## config.mk

```make
export PLATFORM = sky130hd
export DESIGN_NAME = sevt_timer
export DESIGN_NICKNAME = d
export VERILOG_FILES = /design/src/hdl/sevt_pkg.sv /design/src/hdl/sevt_timer.sv
export SDC_FILE = /design/constraint.sdc
export NUM_CORES = 1
export LEC_CHECK = 0
export ABC_AREA = 1
export BUFFER_PORTS_ARGS = -buffer_cell sky130_fd_sc_hd__buf_2
export CAP_MARGIN = 20
export CORE_MARGIN = 10
export CORE_UTILIZATION = 58
export DETAILED_ROUTE_END_ITERATION = 10
export PLACE_DENSITY_LB_ADDON = 0.1
export SYNTH_ARGS = -nofsm -noshare
export SYNTH_HDL_FRONTEND = slang
export SYNTH_SLANG_ARGS = --single-unit
export TNS_END_PERCENT = 50
```

## constraint.sdc

```tcl
create_clock -name mclk_i -period 2.7 [get_ports mclk_i]
set_clock_uncertainty 0.15 [all_clocks]
set_input_delay 0.405 -clock mclk_i [delete_from_list [all_inputs] [get_ports mclk_i]]
set_output_delay 0.405 -clock mclk_i [all_outputs]
set_load 0.05 [all_outputs]
```

## src/hdl/sevt_pkg.sv

```systemverilog
package sevt_pkg;
  // -----------------------------------------------------------------
  // register indices (byte address is four times the index)
  // -----------------------------------------------------------------
  localparam logic [15:0] IDX_CTRL   = 16'hC000;
  localparam logic [15:0] IDX_START  = 16'hC002;
  localparam logic [15:0] IDX_END    = 16'hC004;
  localparam logic [15:0] IDX_CUR    = 16'hC006;
  localparam logic [15:0] IDX_STATUS = 16'hC008;
  localparam logic [15:0] IDX_MASK   = 16'hC00A;
  // -----------------------------------------------------------------
  // reset values and field layout
  // -----------------------------------------------------------------
  localparam logic [15:0] RST_REG    = 16'h0000;
  localparam int          CTRL_W     = 10;
  localparam int          PRE_W      = 18;
  localparam logic [4:0]  PRE_BASE   = 5'h02;
  localparam int          TRIG_NS    = 50;
  localparam int          CLK_NS     = 25;
  localparam int          TRIG_CYC   = TRIG_NS / CLK_NS;
  localparam int          EVT_BIT    = 0;

  // control register fields, bit 9 downward
  typedef struct packed {
    logic [3:0] frequency_select;
    logic       clock_mode_select;
    logic       trigger_output_enable;
    logic       continue_on_match;
    logic       reload_enable;
    logic       count_direction;
    logic       timer_enable_bit;
  } sevt_ctrl_t;

  typedef enum logic [2:0] {
    ST_OFF = 3'b001,
    ST_ARM = 3'b010,
    ST_RUN = 3'b100
  } sevt_state_t;
endpackage : sevt_pkg

```

## src/hdl/sevt_timer.sv

```systemverilog
// How it works
// reload start value on match with reload, continue
// first counting edge after enable loads start
// count compared with end value always
// current count readable, never writable
// six registers, at every second index, reset to zero
// counting clock comes from the prescaler
// counter source: start, incrementer or decrementer
// match triggers output, then reload/stop/continue
// software leaves settings alone while enabled
// software configures only while timer disabled
// trigger is match edge, two cycles long
// clock mode zero uses internal prescaled clock
// prescaler divides by two to (2+select)
// direction zero counts down, one up
// no reload: continue counts on, else freezes
// trigger pulses only with output enable set
// disabled timer holds count, no triggers
`timescale 1ns/1ps
`default_nettype none
module sevt_timer (
  input  wire logic        mclk_i,
  input  wire logic        srst_i,
  input  wire logic [17:0] avs_address_i,
  input  wire logic        avs_read_i,
  input  wire logic        avs_write_i,
  input  wire logic [31:0] avs_writedata_i,
  input  wire logic [3:0]  avs_byteenable_i,
  output logic      [31:0] avs_readdata_o,
  output logic             avs_waitrequest_o,
  output logic             injection_trigger_out_o,
  output logic             irq_o
);
  // -----------------------------------------------------------------
  // bus slave
  // -----------------------------------------------------------------
  logic        ack_q, ack_d;
  logic [31:0] rdata_q, rdata_d;
  logic [15:0] idx;
  logic        req;
  logic        wr_go;
  logic [15:0] wmask;
  logic [15:0] wval;
  logic [15:0] wctl;

  sevt_pkg::sevt_ctrl_t  ctrl_q, ctrl_d;
  logic [15:0]           start_q, start_d;
  logic [15:0]           end_q, end_d;
  logic [15:0]           cur_q, cur_d;
  logic                  stat_q, stat_d;
  logic                  mask_q, mask_d;
  sevt_pkg::sevt_state_t st_q, st_d;
  logic [sevt_pkg::PRE_W-1:0] pre_q, pre_d;
  logic [sevt_pkg::PRE_W-1:0] pre_mask;
  logic                  tick;
  logic                  match;
  logic                  mflag_q, mflag_d;
  logic                  rise;
  logic                  p1_q, p1_d;
  logic                  trig_q, trig_d;

  // one wait cycle per request, answer on the second edge
  always_comb begin
    idx   = avs_address_i[17:2];
    req   = avs_read_i | avs_write_i;
    ack_d = req & ~ack_q;
    wr_go = avs_write_i & ack_q;
    wmask = {{8{avs_byteenable_i[1]}}, {8{avs_byteenable_i[0]}}};
    avs_waitrequest_o = req & ~ack_q;
  end

  // read mux, unmapped indices read zero
  always_comb begin
    rdata_d = rdata_q;
    if (avs_read_i && !ack_q) begin
      rdata_d = 32'h0000_0000;
      unique case (idx)
        sevt_pkg::IDX_CTRL:   rdata_d[sevt_pkg::CTRL_W-1:0] = ctrl_q;
        sevt_pkg::IDX_START:  rdata_d[15:0] = start_q;
        sevt_pkg::IDX_END:    rdata_d[15:0] = end_q;
        sevt_pkg::IDX_CUR:    rdata_d[15:0] = cur_q;
        sevt_pkg::IDX_STATUS: rdata_d[0] = stat_q;
        sevt_pkg::IDX_MASK:   rdata_d[0] = mask_q;
        default:              rdata_d = 32'h0000_0000;
      endcase
    end
  end

  // register writes; current count has no write path
  always_comb begin
    wval   = avs_writedata_i[15:0];
    wctl   = 16'h0000;
    ctrl_d = ctrl_q;
    start_d = start_q;
    end_d  = end_q;
    mask_d = mask_q;
    if (wr_go && idx == sevt_pkg::IDX_CTRL) begin
      // merge lanes, then keep only the implemented control bits
      wctl   = (16'(ctrl_q) & ~wmask | wval & wmask) & 16'h03FF;
      ctrl_d = sevt_pkg::sevt_ctrl_t'(wctl[sevt_pkg::CTRL_W-1:0]);
    end
    if (wr_go && idx == sevt_pkg::IDX_START) begin
      start_d = start_q & ~wmask | wval & wmask;
    end
    if (wr_go && idx == sevt_pkg::IDX_END) begin
      end_d = end_q & ~wmask | wval & wmask;
    end
    if (wr_go && idx == sevt_pkg::IDX_MASK && avs_byteenable_i[0]) begin
      mask_d = wval[0];
    end
  end

  // sticky match status, a new event wins over the clear
  always_comb begin
    stat_d = stat_q;
    if (wr_go && idx == sevt_pkg::IDX_STATUS && avs_byteenable_i[0]
        && wval[sevt_pkg::EVT_BIT]) begin
      stat_d = 1'b0;
    end
    if (rise) begin
      stat_d = 1'b1;
    end
  end

  assign irq_o          = stat_q & mask_q;
  assign avs_readdata_o = rdata_q;

  // bus and register flops, all zero after reset
  always_ff @(posedge mclk_i) begin
    if (srst_i) begin
      ack_q   <= 1'b0;
      rdata_q <= 32'h0000_0000;
      ctrl_q  <= sevt_pkg::sevt_ctrl_t'(sevt_pkg::RST_REG[9:0]);
      start_q <= sevt_pkg::RST_REG;
      end_q   <= sevt_pkg::RST_REG;
      stat_q  <= 1'b0;
      mask_q  <= 1'b0;
    end else begin
      ack_q   <= ack_d;
      rdata_q <= rdata_d;
      ctrl_q  <= ctrl_d;
      start_q <= start_d;
      end_q   <= end_d;
      stat_q  <= stat_d;
      mask_q  <= mask_d;
    end
  end

  // -----------------------------------------------------------------
  // prescaler and counter
  // -----------------------------------------------------------------
  // tick once every 2**(2+select) cycles while enabled in clock mode zero
  always_comb begin
    pre_mask = ~({sevt_pkg::PRE_W{1'b1}}
                 << (sevt_pkg::PRE_BASE + {1'b0, ctrl_q.frequency_select}));
    pre_d = (st_q == sevt_pkg::ST_OFF) ? '0 : pre_q + 18'h00001;
    tick  = (st_q != sevt_pkg::ST_OFF) && ctrl_q.timer_enable_bit
            && !ctrl_q.clock_mode_select
            && ((pre_q & pre_mask) == pre_mask);
    match = (cur_q == end_q);
  end

  // timer state and next count
  always_comb begin
    st_d  = st_q;
    cur_d = cur_q;
    unique case (st_q)
      sevt_pkg::ST_OFF: begin
        if (ctrl_q.timer_enable_bit) begin
          st_d = sevt_pkg::ST_ARM;
        end
      end
      sevt_pkg::ST_ARM: begin
        if (tick) begin
          cur_d = start_q;
          st_d  = sevt_pkg::ST_RUN;
        end
      end
      sevt_pkg::ST_RUN: begin
        if (tick) begin
          if (match && ctrl_q.reload_enable && ctrl_q.continue_on_match) begin
            cur_d = start_q;
          end else if (match && !ctrl_q.continue_on_match) begin
            cur_d = cur_q;
          end else if (ctrl_q.count_direction) begin
            cur_d = cur_q + 16'h0001;
          end else begin
            cur_d = cur_q - 16'h0001;
          end
        end
      end
    endcase
    if (!ctrl_q.timer_enable_bit) begin
      st_d  = sevt_pkg::ST_OFF;
      cur_d = cur_q;
    end
  end

  always_ff @(posedge mclk_i) begin
    if (srst_i) begin
      st_q  <= sevt_pkg::ST_OFF;
      pre_q <= '0;
      cur_q <= sevt_pkg::RST_REG;
    end else begin
      st_q  <= st_d;
      pre_q <= pre_d;
      cur_q <= cur_d;
    end
  end

  // -----------------------------------------------------------------
  // trigger output
  // -----------------------------------------------------------------
  // edge of the running match flag, stretched to two cycles
  always_comb begin
    mflag_d = (st_q == sevt_pkg::ST_RUN) && ctrl_q.timer_enable_bit && match;
    rise    = mflag_d && !mflag_q;
    p1_d    = rise && ctrl_q.trigger_output_enable;
    trig_d  = p1_d || p1_q;
  end

  always_ff @(posedge mclk_i) begin
    if (srst_i) begin
      mflag_q <= 1'b0;
      p1_q    <= 1'b0;
      trig_q  <= 1'b0;
    end else begin
      mflag_q <= mflag_d;
      p1_q    <= p1_d;
      trig_q  <= trig_d;
    end
  end

  assign injection_trigger_out_o = trig_q;
endmodule : sevt_timer
`default_nettype wire

```

# Yosys cells after proc, flatten, opt, wreduce, memory -nomap -nowiden
# Cells that the tools add are included.
# totals
register_bits	101
inputBits	58
output_inout_bits	35
word_cells	99
# op_classes
addsub	4
eq_ne	15
shift	1
mux	13
bitwise	16
reduce_logical	31
# ops
cell	n
$eq 16x16->1 const B	6
$mux 16	5
$and 16x16->16	3
$pmux 9 s4	1
$or 16x16->16	2
$pmux 16 s2	1
$logic_and 1x1->1	19
$add 18x1->18 const B	1
$and 18x18->18	1
$eq 18x18->1	1
$not 18->18	1
$pmux 6 s3	1
$shl 18x5->18 const A	1
$add 16x1->16 const B	1
$eq 16x16->1	1
$not 16->16	1
$sub 16x1->16 const B	1
$and 10x10->10	1
$or 10x10->10	1
$pmux 1 s6	1
$pmux 3 s2	1
$reduce_bool 2->1	3
$add 2x4->5 const A	1
$reduce_and 5->1	1
other kinds (15)	24

# Depth between registers and ports, before layout
# logic_depth
depth_word	8
ltp_mapped	16
depth_no_buf	15

# Worst setup path before layout
# No wires, ideal clock.
# synth_timing
path_kind	reg2reg
from	reg with a tool-made name
to	reg cur_q[11]
setup_ps	117
arrival_time_ps	1894
required_ps	2433
path_slack_ps	539
stages_incl_launch_ff	12
n_path_buf	0
period_less_slack_ps	2161
path_cell_list	dfxtp_1 inv_1 ha_1 nand3_1 nand2_1 inv_1 o21ai_0 nand3_1 nand3_1 nand3_1 a21oi_1 nor2_1
# synth_rtl
item	line_no	rtl
end signal, assigned	sevt_timer.sv:203	cur_q <= sevt_pkg::RST_REG;
end signal, assigned	sevt_timer.sv:207	cur_q <= cur_d;
end, declared	sevt_timer.sv:49	logic [15:0] cur_q, cur_d;

==> metrics.yaml <==
power_density_nw_per_um2: 396
synth_area_sq_um: 6050
endpoint_kind: "flip-flop"
max_freq_mhz: 408
path_class: "flip-flop to flip-flop"
ys_seq_elements: 101
cts_made_buffers: 9
firstDrtPassIters: 5
postLayoutCellArea_sq_um: 6590
rr_endpoint: "cur_q[15]"
fin_tns_setup_ns: 0
slew_violations: 0
arrival_ns: 2.60
rsz0062_at_grt: "false"
hold_viol_final: 0
synth-main-ff-cell: "dfxtp_1"
num_vias: 6054
place_area_sq_um: 6400
drive_gt1_frac: 0.103
leakage_nw: 2.98
critPathLaunchType: "flip-flop"
whs_path_depth: 3
antenna_found_initial: 0
holdBufCountCts: 0
slowest_stage: "dfxtp_1"
overflow: 0
seqCellArea_sq_um: 2020
multi_input_area_sq_um: 3340
grt_pass1_vias: 5549
track_usage: 0.215
die_area_sq_um: 14900
drv_cap: 0
die_h_um: 122
syn_avg_cell_area_sq_um: 6.45
synthArstFlopShare: 0
ys_warn_count: 0
yosysSeqAreaShare: 0.334
grtUsageMet3: 0.0518
ff2ff_path_depth: 14
detail-route-antenna-nets: 0
outcome: "completed"
syn_to_final_growth_pct: 8.96
cts.sinks: 101
fin_crit_sh: 0.909
via_per_inst: 5.34
fp-row-count: 37
min-delay-start: "avs_writedata_i[10]"
worstPathRequired_ns: 2.85
mostFrequentLayoutCells: "231 x nand2_1, 126 x inv_1, 101 x dfxtp_1"
wl_per_cell_um: 14.2
met1_usage: 0.280
grt_max_degree: 54
diodes: 0
io_pins: 93
setup_viol: 0
pre_cts_ws_ns: 0.208
grt_use_met2: 0.340
htree_levels: 3
clock_latency_ns: 0.38
worst_path_most_repeated_cell: "nand2_1"
clkTransAtPathRegs_ns: 0.10
worst_slack_ns: 0.246
core-area_sq_um: 10200
dpl.hpwl_um: 12300
gp_congestion: 0.935
grt_busiest_layer: "met2"
cts_root_buffer: "clkbuf_8"
cts_tree: "yes"
cts_resized: 0
syn-instance-count: 937
layout_commonest_cell: "nand2_1"
r2r_slack_ns: 0.25
worst_path_largest_cell_delay_ns: 0.32
die_x_um: 122
crit_chain: "inv_1 > buf_4 > ha_1 > a21oi_1 > nand2_1 > inv_1 > nor2_1 > nor2_1 > nand2_1 > nand2_1 > nand2_1 > nand2_1 > nand3_1 > a21oi_1"
relSlewSlack: 0.460
final_nets: 1070
irDropWorstVdd_mv: 0.372
holdCritPathClass: "input pin to flip-flop"
nFillCells: 1030
grt_pass1_wl_um: 26400
cts_setup_buffers: 0
synth_cell_types: 45
start_util: 0.591
drcViolationCount: 0
worst_pin_slew_ns: 0.807
drt-initial-drc-count: 565
port_buffers: 56
synth-edff-count: 0
finalCriticalPeriod_ns: 2.45
wl_um: 16100
clock_path_buffers: 2
crit_fanout: 11
utilization: 0.644
power_mw: 2.61
-- routing by layer --
metal	routed length [um]	part of all wire
met1	7680	0.48
met2	6900	0.43
met3	1090	0.068
met4	382	0.024
met5	0	0
-- cell type report --
class,instances,area share
well taps,136,0.0258
multi-input cells,682,0.507
inverters,129,0.0735
clock inverters,4,0.00759
clock buffers,11,0.0199
flip-flops and latches,101,0.307
repair buffers,70,0.0590
-- per-stage QoR --
stage               hold slack, ns  std cells
floorplan                    0.258        952
global placement             0.269       1118
detailed placement           0.277       1118
CTS                          0.116       1133
global route                 0.127       1133
finish                       0.124       1133
-- critical path: cells and delay by family, from the launching register on --
kind                       cells  cell delay [ns]
AOI/OAI and AO/OA              2             0.36
adders and majority gates      1             0.30
buffers and inverters          3             0.64
DFF                            1             0.32
and+or+nand+nor                8             0.62
-- synthesized netlist by cell type, types with 2 or more instances --
| master | number | area [sq um] |
|---|---|---|
| nor3_1 | 12 | 60.1 |
| buf_2 | 2 | 10.0 |
| nand2_2 | 4 | 25.0 |
| nand4_1 | 17 | 106 |
| o22ai_1 | 5 | 31.3 |
| buf_6 | 2 | 22.5 |
| o211ai_1 | 4 | 30.0 |
| a21oi_1 | 87 | 435 |
| nor2_2 | 3 | 18.8 |
| nor2_1 | 94 | 353 |
| nand3b_1 | 2 | 15.0 |
| o21bai_1 | 4 | 30.0 |
| inv_1 | 126 | 473 |
| xor2_1 | 11 | 96.3 |
| inv_2 | 2 | 7.51 |
| nor4_1 | 6 | 37.5 |
| o21ai_0 | 89 | 445 |
| ha_1 | 18 | 225 |
| buf_4 | 23 | 173 |
| xnor2_1 | 3 | 26.3 |
| o41ai_1 | 2 | 17.5 |
| or2_2 | 3 | 18.8 |
| nand3_2 | 4 | 40.0 |
| nand3_1 | 49 | 245 |
| dfxtp_1 | 101 | 2020 |
| a21o_1 | 3 | 22.5 |
| nand2_1 | 232 | 871 |
| clkbuf_1 | 12 | 45.0 |
-- worst max-delay path by stage --
stage               startpoint   endpoint  slack (ns)  depth (start not counted)
global placement     flip-flop  cur_q[11]        0.21                         11
global route         flip-flop  cur_q[15]        0.02                         14
detailed placement   flip-flop  cur_q[11]        0.21                         11
floorplan            flip-flop  cur_q[11]        0.54                         11
finish               flip-flop  cur_q[15]        0.25                         14
CTS                  flip-flop  cur_q[11]        0.22                         11
-- report_power, final --
group	leakage (nW)	switching [mW]	internal, mW
Sequential	0.814	0.00148	1.49
Combinational	2.08	0.130	0.0371
Clock	0.0854	0.528	0.423
-- cell families after synthesis --
group,Yosys count,synth area share
simple gates,433,0.306
fa+ha+maj,19,0.0405
flops,101,0.334
buf+inv,169,0.123
compound gates,200,0.176
xor+xnor,14,0.0203
other cells,1,0.000620
Note: power is estimated with default switching activity, not from simulation.
